$ cat config.mk
export PLATFORM = sky130hd
export DESIGN_NAME = rsa_alu
export DESIGN_NICKNAME = d
export VERILOG_FILES = /design/src/hdl/rsa_pkg.sv /design/src/hdl/rsa_alu.sv
export SDC_FILE = /design/constraint.sdc
export NUM_CORES = 1
export LEC_CHECK = 0
export ABC_AREA = 0
export BUFFER_PORTS_ARGS = -buffer_cell sky130_fd_sc_hd__buf_2
export CAP_MARGIN = 20
export CORE_MARGIN = 5
export CORE_UTILIZATION = 30
export CTS_CLUSTER_SIZE = 30
export DETAILED_ROUTE_END_ITERATION = 8
export SLEW_MARGIN = 20
export SYNTH_ARGS = -nofsm -noshare
export SYNTH_HDL_FRONTEND = slang
export SYNTH_SLANG_ARGS = --single-unit
$ cat constraint.sdc
create_clock -name sys_clk -period 5.2 [get_ports sys_clk]
set_input_delay 0.78 -clock sys_clk [delete_from_list [all_inputs] [get_ports sys_clk]]
set_output_delay 0.78 -clock sys_clk [all_outputs]
set_load 0.005 [all_outputs]
$ cat src/hdl/rsa_pkg.sv
// Package for the rotate, subtract and skip datapath: types and constants
package rsa_pkg;

	// ------------------------------------------------------------
	// Widths and constants
	// ------------------------------------------------------------
	localparam int        DATA_W      = 8;
	localparam int        BIT_SEL_W   = 3;
	localparam int        MSB_POS     = 7;
	localparam int        LSB_POS     = 0;
	localparam int        NIB_W       = 4;
	localparam logic [7:0] ACC_RST    = 8'h00;
	localparam logic [7:0] BYTE_ONES  = 8'hFF;
	localparam logic [7:0] BYTE_ZERO  = 8'h00;
	localparam logic [7:0] STEP_ONE   = 8'h01;

	// ------------------------------------------------------------
	// Operation codes
	// ------------------------------------------------------------
	typedef enum logic [4:0] {
		RSA_NOP                           = 5'h00,
		RSA_ROTATE_LEFT_IN_PLACE          = 5'h01,
		RSA_ROTATE_LEFT_TO_ACC            = 5'h02,
		RSA_ROTATE_LEFT_THRU_CARRY        = 5'h03,
		RSA_ROTATE_LEFT_THRU_CARRY_TO_ACC = 5'h04,
		RSA_ROTATE_RIGHT_IN_PLACE         = 5'h05,
		RSA_ROTATE_RIGHT_TO_ACC           = 5'h06,
		RSA_ROTATE_RIGHT_THRU_CARRY       = 5'h07,
		RSA_ROTATE_RIGHT_THRU_CARRY_TO_ACC= 5'h08,
		RSA_SUBTRACT_WITH_BORROW          = 5'h09,
		RSA_SUBTRACT_WITH_BORROW_IMM      = 5'h0A,
		RSA_SUBTRACT_WITH_BORROW_TO_MEM   = 5'h0B,
		RSA_PLAIN_SUBTRACT                = 5'h0C,
		RSA_PLAIN_SUBTRACT_IMM            = 5'h0D,
		RSA_PLAIN_SUBTRACT_TO_MEM         = 5'h0E,
		RSA_DECREMENT_SKIP_ZERO           = 5'h0F,
		RSA_DECREMENT_SKIP_ZERO_TO_ACC    = 5'h10,
		RSA_INCREMENT_SKIP_ZERO           = 5'h11,
		RSA_INCREMENT_SKIP_ZERO_TO_ACC    = 5'h12,
		RSA_SKIP_IF_NONZERO               = 5'h13,
		RSA_SKIP_IF_NONZERO_BIT           = 5'h14,
		RSA_SET_BYTE                      = 5'h15,
		RSA_SET_BIT                       = 5'h16
	} rsa_op_t;

	// ------------------------------------------------------------
	// Carriers
	// ------------------------------------------------------------
	typedef struct packed {
		rsa_op_t        op;
		logic [7:0]     mem_data;
		logic [7:0]     imm;
		logic [2:0]     bit_sel;
	} rsa_cmd_t;

	typedef struct packed {
		logic overflow_flag;
		logic zero_flag;
		logic aux_carry_flag;
		logic carry_flag;
		logic signed_carry_flag;
		logic carry_zero_flag;
	} rsa_flags_t;

	localparam rsa_flags_t FLAGS_RST = '0;

	// Sequencer states, Gray coded
	typedef enum logic [1:0] {
		RSA_ST_EXEC  = 2'b00,
		RSA_ST_DUMMY = 2'b01
	} rsa_state_t;

endpackage

$ cat src/hdl/rsa_alu.sv
// Rotate, subtract, step-and-skip and set datapath of the 8-bit core
//
// Behaviour
// - Rotate left to accumulator, memory untouched
// - Rotate left through carry in memory
// - Rotate left through carry into accumulator
// - Rotate right in place, no flags
// - Rotate right into accumulator, memory untouched
// - Rotate right through carry in memory
// - Rotate right through carry into accumulator
// - Borrow subtract of memory into accumulator
// - Borrow subtract of immediate into accumulator
// - Borrow subtract result written to memory
// - Carry cleared on negative, set otherwise
// - Subtracts update six arithmetic flags
// - Plain subtract ignores carry, either destination
// - Decrement memory, skip when zero
// - Decrement into accumulator, skip when zero
// - Increment memory, skip when zero
// - Increment into accumulator, skip when zero
// - Skip when byte or bit nonzero
// - Skip instructions take two cycles
// - Set byte writes all ones
// - Set bit forces one selected bit
module rsa_alu #(
	parameter int DW = rsa_pkg::DATA_W
) (
	// Clock and reset
	input  wire logic                sys_clk,
	input  wire logic                rst_n,
	// Command from the instruction sequencer
	input  wire logic                cmd_valid,
	input  wire rsa_pkg::rsa_cmd_t   cmd,
	output logic                     cmd_ready,
	// Accumulator and flag preload by the rest of the core
	input  wire logic                acc_load,
	input  wire logic [DW-1:0]       acc_load_data,
	input  wire logic                flags_load,
	input  wire rsa_pkg::rsa_flags_t flags_load_data,
	// Data memory write-back
	output logic                     mem_we,
	output logic [DW-1:0]            mem_wdata,
	// Sequencer control
	output logic                     skip_next,
	output logic                     dummy_cycle,
	// Architectural state
	output logic [DW-1:0]            accumulator,
	output rsa_pkg::rsa_flags_t      flags
);

	// ------------------------------------------------------------
	// Helper functions
	// ------------------------------------------------------------

	// Skip-type decode, used only by the state logic to enter the dummy slot
	function automatic logic is_skip_op(input rsa_pkg::rsa_op_t op);
		is_skip_op = (op == rsa_pkg::RSA_DECREMENT_SKIP_ZERO)
		          || (op == rsa_pkg::RSA_DECREMENT_SKIP_ZERO_TO_ACC)
		          || (op == rsa_pkg::RSA_INCREMENT_SKIP_ZERO)
		          || (op == rsa_pkg::RSA_INCREMENT_SKIP_ZERO_TO_ACC)
		          || (op == rsa_pkg::RSA_SKIP_IF_NONZERO)
		          || (op == rsa_pkg::RSA_SKIP_IF_NONZERO_BIT);
	endfunction

	// One-hot mask of the selected bit
	function automatic logic [7:0] bit_mask(input logic [2:0] sel);
		bit_mask = 8'h01 << sel;
	endfunction

	// ------------------------------------------------------------
	// State registers
	// ------------------------------------------------------------
	rsa_pkg::rsa_state_t state_reg, state_next;
	rsa_pkg::rsa_flags_t flags_reg, flags_next;
	logic [DW-1:0]       acc_reg, acc_next;
	logic [DW-1:0]       mem_wdata_reg, mem_wdata_next;
	logic                mem_we_reg, mem_we_next;
	logic                skip_reg, skip_next_v;

	logic                take;
	logic [DW-1:0]       mem_val;
	logic [DW-1:0]       sub_opnd;
	logic                sub_cin;
	logic [DW:0]         sub_full;
	logic [4:0]          sub_low;
	logic [DW-1:0]       sub_res;
	logic [DW-1:0]       dec_res;
	logic [DW-1:0]       inc_res;
	logic                sub_ovfl;

	assign take    = cmd_valid && cmd_ready;
	assign mem_val = cmd.mem_data;

	// ------------------------------------------------------------
	// Arithmetic units
	// ------------------------------------------------------------

	// Subtraction as a + ~b + cin; carry-out high means no borrow
	always_comb begin
		sub_opnd = mem_val;
		sub_cin  = 1'b1;
		if ((cmd.op == rsa_pkg::RSA_SUBTRACT_WITH_BORROW_IMM)
		    || (cmd.op == rsa_pkg::RSA_PLAIN_SUBTRACT_IMM)) begin
			sub_opnd = cmd.imm;
		end
		// Borrow forms take away the inverse of carry
		if ((cmd.op == rsa_pkg::RSA_SUBTRACT_WITH_BORROW)
		    || (cmd.op == rsa_pkg::RSA_SUBTRACT_WITH_BORROW_IMM)
		    || (cmd.op == rsa_pkg::RSA_SUBTRACT_WITH_BORROW_TO_MEM)) begin
			sub_cin = flags_reg.carry_flag;
		end
	end

	assign sub_full = {1'b0, acc_reg} + {1'b0, ~sub_opnd}
	                + {8'h00, sub_cin};
	assign sub_low  = {1'b0, acc_reg[3:0]} + {1'b0, ~sub_opnd[3:0]}
	                + {4'h0, sub_cin};
	assign sub_res  = sub_full[DW-1:0];
	// Overflow: operands of unlike sign and result sign off the minuend
	assign sub_ovfl = (acc_reg[DW-1] != sub_opnd[DW-1])
	               && (sub_res[DW-1] != acc_reg[DW-1]);
	// Wrap-around is intended: 00 steps down to FF and FF up to 00
	assign dec_res  = mem_val - rsa_pkg::STEP_ONE;
	assign inc_res  = mem_val + rsa_pkg::STEP_ONE;

	// ------------------------------------------------------------
	// Next-state and result computation
	// ------------------------------------------------------------
	always_comb begin
		state_next     = state_reg;
		flags_next     = flags_reg;
		acc_next       = acc_reg;
		mem_wdata_next = mem_wdata_reg;
		mem_we_next    = 1'b0;
		skip_next_v    = 1'b0;

		// Preloads from the rest of the core; a taken command wins below
		if (acc_load) begin
			acc_next = acc_load_data;
		end
		if (flags_load) begin
			flags_next = flags_load_data;
		end

		unique case (state_reg)
			rsa_pkg::RSA_ST_EXEC: begin
				if (take && is_skip_op(cmd.op)) begin
					state_next = rsa_pkg::RSA_ST_DUMMY;
				end
			end
			rsa_pkg::RSA_ST_DUMMY: begin
				// Dummy slot while the following instruction is fetched
				state_next = rsa_pkg::RSA_ST_EXEC;
			end
			default: begin
				state_next = rsa_pkg::RSA_ST_EXEC;
			end
		endcase

		if (take) begin
			unique case (cmd.op)
				rsa_pkg::RSA_ROTATE_LEFT_IN_PLACE: begin
					mem_wdata_next = {mem_val[6:0], mem_val[7]};
					mem_we_next    = 1'b1;
				end
				rsa_pkg::RSA_ROTATE_LEFT_TO_ACC: begin
					acc_next = {mem_val[6:0], mem_val[7]};
				end
				rsa_pkg::RSA_ROTATE_LEFT_THRU_CARRY: begin
					mem_wdata_next = {mem_val[6:0],
					                  flags_reg.carry_flag};
					mem_we_next    = 1'b1;
					flags_next.carry_flag = mem_val[7];
				end
				rsa_pkg::RSA_ROTATE_LEFT_THRU_CARRY_TO_ACC: begin
					acc_next = {mem_val[6:0],
					            flags_reg.carry_flag};
					flags_next.carry_flag = mem_val[7];
				end
				rsa_pkg::RSA_ROTATE_RIGHT_IN_PLACE: begin
					mem_wdata_next = {mem_val[0], mem_val[7:1]};
					mem_we_next    = 1'b1;
				end
				rsa_pkg::RSA_ROTATE_RIGHT_TO_ACC: begin
					acc_next = {mem_val[0], mem_val[7:1]};
				end
				rsa_pkg::RSA_ROTATE_RIGHT_THRU_CARRY: begin
					mem_wdata_next = {flags_reg.carry_flag,
					                  mem_val[7:1]};
					mem_we_next    = 1'b1;
					flags_next.carry_flag = mem_val[0];
				end
				rsa_pkg::RSA_ROTATE_RIGHT_THRU_CARRY_TO_ACC: begin
					acc_next = {flags_reg.carry_flag,
					            mem_val[7:1]};
					flags_next.carry_flag = mem_val[0];
				end
				rsa_pkg::RSA_SUBTRACT_WITH_BORROW,
				rsa_pkg::RSA_SUBTRACT_WITH_BORROW_IMM,
				rsa_pkg::RSA_SUBTRACT_WITH_BORROW_TO_MEM,
				rsa_pkg::RSA_PLAIN_SUBTRACT,
				rsa_pkg::RSA_PLAIN_SUBTRACT_IMM,
				rsa_pkg::RSA_PLAIN_SUBTRACT_TO_MEM: begin
					// Memory forms write back, the others load the acc
					if ((cmd.op == rsa_pkg::RSA_SUBTRACT_WITH_BORROW_TO_MEM)
					    || (cmd.op == rsa_pkg::RSA_PLAIN_SUBTRACT_TO_MEM)) begin
						mem_wdata_next = sub_res;
						mem_we_next    = 1'b1;
					end else begin
						acc_next = sub_res;
					end
					flags_next.carry_flag        = sub_full[DW];
					flags_next.aux_carry_flag    = sub_low[4];
					flags_next.overflow_flag     = sub_ovfl;
					flags_next.zero_flag         =
						(sub_res == rsa_pkg::BYTE_ZERO);
					flags_next.signed_carry_flag =
						sub_res[DW-1] ^ sub_ovfl;
					// Chained zero: borrow forms keep multi-byte history
					if ((cmd.op == rsa_pkg::RSA_PLAIN_SUBTRACT)
					    || (cmd.op == rsa_pkg::RSA_PLAIN_SUBTRACT_IMM)
					    || (cmd.op == rsa_pkg::RSA_PLAIN_SUBTRACT_TO_MEM)) begin
						flags_next.carry_zero_flag =
							(sub_res == rsa_pkg::BYTE_ZERO);
					end else begin
						flags_next.carry_zero_flag =
							(sub_res == rsa_pkg::BYTE_ZERO)
							&& flags_reg.carry_zero_flag;
					end
				end
				rsa_pkg::RSA_DECREMENT_SKIP_ZERO: begin
					mem_wdata_next = dec_res;
					mem_we_next    = 1'b1;
					skip_next_v    = (dec_res == rsa_pkg::BYTE_ZERO);
				end
				rsa_pkg::RSA_DECREMENT_SKIP_ZERO_TO_ACC: begin
					acc_next    = dec_res;
					skip_next_v = (dec_res == rsa_pkg::BYTE_ZERO);
				end
				rsa_pkg::RSA_INCREMENT_SKIP_ZERO: begin
					mem_wdata_next = inc_res;
					mem_we_next    = 1'b1;
					skip_next_v    = (inc_res == rsa_pkg::BYTE_ZERO);
				end
				rsa_pkg::RSA_INCREMENT_SKIP_ZERO_TO_ACC: begin
					acc_next    = inc_res;
					skip_next_v = (inc_res == rsa_pkg::BYTE_ZERO);
				end
				rsa_pkg::RSA_SKIP_IF_NONZERO: begin
					skip_next_v = (mem_val != rsa_pkg::BYTE_ZERO);
				end
				rsa_pkg::RSA_SKIP_IF_NONZERO_BIT: begin
					skip_next_v = |(mem_val & bit_mask(cmd.bit_sel));
				end
				rsa_pkg::RSA_SET_BYTE: begin
					mem_wdata_next = rsa_pkg::BYTE_ONES;
					mem_we_next    = 1'b1;
				end
				rsa_pkg::RSA_SET_BIT: begin
					mem_wdata_next = mem_val | bit_mask(cmd.bit_sel);
					mem_we_next    = 1'b1;
				end
				default: begin
					// No operation and unused codes leave all state alone
					mem_we_next = 1'b0;
				end
			endcase
		end
	end

	// ------------------------------------------------------------
	// Registers
	// ------------------------------------------------------------

	// Synchronous reset; all state lands on constants
	always_ff @(posedge sys_clk) begin
		if (!rst_n) begin
			state_reg     <= rsa_pkg::RSA_ST_EXEC;
			flags_reg     <= rsa_pkg::FLAGS_RST;
			acc_reg       <= rsa_pkg::ACC_RST;
			mem_wdata_reg <= rsa_pkg::BYTE_ZERO;
			mem_we_reg    <= 1'b0;
			skip_reg      <= 1'b0;
		end else begin
			state_reg     <= state_next;
			flags_reg     <= flags_next;
			acc_reg       <= acc_next;
			mem_wdata_reg <= mem_wdata_next;
			mem_we_reg    <= mem_we_next;
			skip_reg      <= skip_next_v;
		end
	end

	// ------------------------------------------------------------
	// Outputs
	// ------------------------------------------------------------

	// Ready drops for the dummy slot so no command lands on it
	assign cmd_ready   = (state_reg == rsa_pkg::RSA_ST_EXEC);
	assign dummy_cycle = (state_reg == rsa_pkg::RSA_ST_DUMMY);
	assign mem_we      = mem_we_reg;
	assign mem_wdata   = mem_wdata_reg;
	assign skip_next   = skip_reg;
	assign accumulator = acc_reg;
	assign flags       = flags_reg;

endmodule

Word level (Yosys, flattened, before mapping)

Index checks and enable logic that the tools add are counted.

Register bits after elaboration: 25
Output and inout port bits: 26

Shifts and indexed selects: 1
Add/subtract/negate cells: 6
Equal/unequal tests: 25
Bitwise operators: 5
Muxes and demuxes: 17
Reductions and logical operators: 31

Operators by type and width:

| operator            | number |
|---|---|
| $pmux 8 s9          | 1 |
| $pmux 8 s7          | 1 |
| $eq 5x4->1 const B  | 8 |
| $mux 8              | 5 |
| $eq 5x5->1 const B  | 7 |
| $logic_not 8->1     | 3 |
| $eq 5x3->1 const B  | 4 |
| $reduce_or 8->1     | 2 |
| $mux 6              | 2 |
| $logic_or 1x1->1    | 11 |
| $eq 5x2->1 const B  | 2 |
| $add 8x8->9         | 1 |
| $add 9x1->9         | 1 |
| $reduce_bool 9->1   | 1 |
| $add 8x1->8 const B | 1 |
| $and 8x8->8         | 1 |
| $not 8->8           | 1 |
| $or 8x8->8          | 1 |
| $reduce_bool 8->1   | 1 |
| $reduce_or 2->1     | 4 |
| $shl 1x3->8 const A | 1 |
| $sub 8x1->8 const B | 1 |
| $reduce_or 6->1     | 1 |
| $add 4x4->5         | 1 |
| 16 further kinds    | 23 |

Logic depth before layout (Yosys ltp)

Depth in word-level cells: 11
Gate-level depth with buffers: 20
Mapped depth without buffers: 16

Worst setup path after synthesis

Ideal clock, no wire load.

Kind: input to register
Start: input cmd[21] in the netlist's numbering
End: register flags_reg (netlist bit flags[4])
Data required time: 5,134 ps
Library setup time: 66 ps
Arrival time: 4,574 ps
Slack: 560 ps
Stages on the path: 20
Cells stage by stage: buf_2 buf_2 clkbuf_1 nor2_1 a22oi_1 nor2b_1 buf_2 nand2_1 o21ai_0 fa_1 nand2b_1 a21oi_1 o311a_1 o21a_1 nor2_1 fa_1 nand3_1 or4b_1 o41ai_2 a21boi_2

Longest elaborated chain between the ends: 9
Elaborated cells on any way between the ends: 18
Those cells by class: add/sub: 2; eq/ne: 6; mux: 4; bitwise: 1; reduce/logical: 5

RTL lines:

| item                          | line           | text |
|---|---|---|
| start: declaration            | rsa_alu.sv:33  | `input wire rsa_pkg::rsa_cmd_t cmd,` |
| $eq 5x4->1 (on tied branches) | --             |  |
| $logic_or 1x1->1              | rsa_alu.sv:103 | `\|\| (cmd.op == rsa_pkg::RSA_PLAIN_SUBTRACT_IMM)) begin` |
| $mux 8                        | rsa_alu.sv:102 | `if ((cmd.op == rsa_pkg::RSA_SUBTRACT_WITH_BORROW_IMM)` |
| $not 8->8                     | rsa_alu.sv:114 | `assign sub_full = {1'b0, acc_reg} + {1'b0, ~sub_opnd}` |
| $add 8x8->9                   | rsa_alu.sv:114 |  |
| $add 9x1->9                   | rsa_alu.sv:115 | `+ {8'h00, sub_cin};` |
| $logic_not 8->1               | rsa_alu.sv:216 | `(sub_res == rsa_pkg::BYTE_ZERO);` |
| $mux 3 (*)                    | rsa_alu.sv:161 | `unique case (cmd.op)` |
| $mux 6 (*)                    | rsa_alu.sv:160 | `if (take) begin` |
| end signal: assignment        | rsa_alu.sv:279 | `flags_reg <= rsa_pkg::FLAGS_RST;` |
| end signal: assignment        | rsa_alu.sv:286 | `flags_reg <= flags_next;` |
| end: declaration              | rsa_alu.sv:74  | `rsa_pkg::rsa_flags_t flags_reg, flags_next;` |

Mark *: on every way between the ends. The rest lies on a longest branch, timed or not.
A chain may end at the register's enable or synchronous reset.

Worst setup path in the final report

Start: input cmd[20] in the netlist's numbering
End: register flags_reg (netlist bit flags[4])

Same word-level chain as after synthesis.

==> results_dict.tcl <==
set metrics [dict create \
    outcome "finished clean" \
    cts_buffers 3 \
    clock_path_buffers 2 \
    post_cts_resized 0 \
    vias 3778 \
    ys_types 70 \
    wl_per_cell_um 20.27 \
    io_pins 69 \
    cts_tree "done" \
    swShare_pct 41.28 \
    fmaxAchievable_mhz 218.5 \
    synth_compound_area_share_pct 32.68 \
    power.density_mw_per_mm2 169.2 \
    maxCapViolations 0 \
    multi_input_area_mm2 0.002580 \
    tns_ps 0 \
    antenna_found_initial 0 \
    cts_root_buf "clkbuf_8" \
    final_nets 544 \
    fin_ws_ps 623.7 \
    setup_viol 0 \
    dp_hpwl_mm 9.427 \
    fin_hold_ws_ps 481.0 \
    dr.pass1.iters 5 \
    synth-adder-area-share_pct 5.942 \
    drt-total-wl_mm 12.69 \
    post_cts_buffers 0 \
    fp.coreArea_mm2 0.01084 \
    cp.required_ps 5420 \
    path_clk_slew_ps 100 \
    final_hold_viol_count 0 \
    drtIter0Drc 399 \
    start_util_pct 30.69 \
    pwr-share-seq_pct 33.9 \
    syn_nets 511 \
    critPathMaxFanout 22 \
    portBuffers 68 \
    die_h_um 115.3 \
    syn_inst 454 \
    synth_flop_cell "dfxtp_1" \
    p_switching_w 0.0002614 \
    clock-sinks 25 \
    dieArea_mm2 0.01330 \
    grt_pass1_wl_mm 19.43 \
    min_path_type "reg2reg" \
    final_max_slew_viol_count 0 \
    path_class "in2reg" \
    async_flop_share_pct 0 \
    rsz0062_at_grt "false" \
    yosysSeqAreaShare_pct 15.04 \
    grtUsageTotal_pct 18.35 \
    critPathCaptureType "flip-flop" \
    synth.mux.area_fraction_pct 8.650 \
    ys_warn_count 0 \
    drive_gt1_share_pct 20.16 \
    synth_area_mm2 0.003327 \
    seq_area_um2 500.5 \
    via_per_inst 6.035 \
    diodes 0 \
    period_needed_ps 4576 \
    antenna_left 0 \
    die_w_um 115.3 \
    combPwrFrac_pct 46.4 \
    synth_top_family_by_area "compound AO/OA/AOI/OAI gates" \
    drc_errors 0 \
    syn-mean-instance-area_um2 7.328 \
    dpl_worst_slack_ps 434.0 \
    synth_xor_area_share_pct 4.739 \
    yosys.area_share.simple_pct 25.54 \
    std_cell_rows 38 \
    pwr-share-clk_pct 19.7 \
    p_int_w 0.0003719 \
    gr-total-overflow 0 \
    clk-insertion-delay-late_ps 280 \
    cp-start-kind "input pin" \
    htree_levels 1 \
    min_period_over_period_pct 88.01 \
    vdd_ir_drop_max_mv 0.1029 \
    postCtsHoldBufs 0 \
    arrival_ps 4790 \
    fin_worst_skew_ps 9.172 \
    worst_slew_pin_slew_ps 1078 \
    gp_congestion 0.9486 \
    nFillCells 1163 \
    grt_max_degree 29 \
    area_growth_syn_to_layout_pct 12.49 \
    synth_edf_count 0 \
    power_leakage_nw 1.539 \
    synth_seq_cells 25 \
    maxSlewHeadroom_pct 27.15 \
    grt_pass1_vias 3578 \
]
[per-stage QoR]
step                 power, W  utilization, %  cell area, um^2  cells
finish              0.0006332           34.52             3742    626
global route        0.0006705           34.52             3742    626
CTS                 0.0006312           34.52             3742    626
detailed placement  0.0005064           34.07             3694    622
global placement    0.0005067           34.07             3694    622
floorplan           0.0004144               -             3327    454
[logic make-up after synthesis]
kind of cell | after synthesis
AND/OR/NAND/NOR | 159
AO/OA/AOI/OAI | 152
buffers and inverters | 59
multiplexers | 27
flip-flops | 25
XOR/XNOR | 18
adder cells (fa/ha/maj) | 14
[worst max-delay path, stage by stage]
cell and delay (ps):
buf_2 310, nor2b_1 140, a22oi_1 210, nor2b_1 110, buf_4 200, nand2_1 70, o21ai_0 110, fa_1 440
nand2b_1 180, a21oi_1 190, o311a_1 230, o21a_1 120, nor2_1 60, fa_1 570, nand3_1 90, or4b_1 490
o41ai_2 280, a21boi_2 200
[placed cells by master (no fill, tap or decap), drive strengths merged, types with 12 or more instances in the layout]
cell,synthesis,final
mux2i,22,22
nand3,14,14
nand2,34,34
dfxtp,25,25
a21oi,24,24
buf,21,75
inv,12,12
o21ai,29,29
nor3,17,17
nor2,34,34
[path summary, 6_finish.rpt]
kind	from	cells past startpoint	slack (ps)	end
setup reg to reg	flags[2]$_SDFF_PN0_	12	1610	flags[4]$_SDFF_PN0_
hold / removal	mem_wdata[6]$_SDFFE_PN0P_	2	480	mem_wdata[6]$_SDFFE_PN0P_
hold reg to reg	mem_wdata[6]$_SDFFE_PN0P_	2	480	mem_wdata[6]$_SDFFE_PN0P_
setup / recovery	cmd[20]	18	620	flags[4]$_SDFF_PN0_
[power by group through the flow]
stage	combinational (W)	clock (W)	sequential (W)
2_1_floorplan	0.000197	0	0.000218
3_3_place_gp	0.000288	0	0.000219
3_5_place_dp	0.000287	0	0.000219
4_1_cts	0.000289	0.000127	0.000215
5_1_grt	0.000319	0.000134	0.000217
6_report	0.000294	0.000125	0.000215
[synthesized netlist by cell type, drive strengths merged, types with 5 or more instances]
| library cell | instances | area, um^2 |
|---|---|---|
| nor3b | 6 | 45.04 |
| nor2 | 34 | 130.1 |
| nand3 | 14 | 70.07 |
| ha | 11 | 137.6 |
| and3 | 11 | 68.82 |
| a31oi | 9 | 56.30 |
| dfxtp | 25 | 500.5 |
| a211o | 6 | 52.55 |
| o22ai | 7 | 43.79 |
| nor2b | 8 | 50.05 |
| mux2i | 22 | 220.2 |
| inv | 12 | 45.04 |
| xor2 | 11 | 96.34 |
| a211oi | 11 | 82.58 |
| o21a | 7 | 52.55 |
| nor3 | 17 | 90.09 |
| buf | 21 | 103.9 |
| o211ai | 6 | 45.04 |
| or3 | 5 | 31.28 |
| clkbuf | 26 | 97.59 |
| nand2b | 5 | 31.28 |
| nand2 | 34 | 127.6 |
| xnor2 | 7 | 61.31 |
| a21oi | 24 | 120.1 |
| a221oi | 7 | 61.31 |
| o32ai | 7 | 68.82 |
| o21ai | 29 | 145.1 |
[area by class of cell]
class                           instances  area share (%)
Clock inverter                          1          0.2006
Inverter                               12           1.204
Sequential cell                        25           13.37
Multi-Input combinational cell        370           68.94
Clock buffer                            3           1.103
Timing Repair Buffer                   75           10.50
Tap cell                              140           4.681
[metal layers]
| metal | vias to the layer above | wire (um) | GRT usage [%] |
|---|---|---|---|
| li1 | 1785 | - | - |
| met5 | - | 0 | 0 |
| met4 | 0 | 267 | 3.912 |
| met1 | 1801 | 5550 | 25.27 |
| met3 | 24 | 937 | 2.895 |
| met2 | 168 | 5933 | 30.29 |
Power figures use the tool's default switching activity.
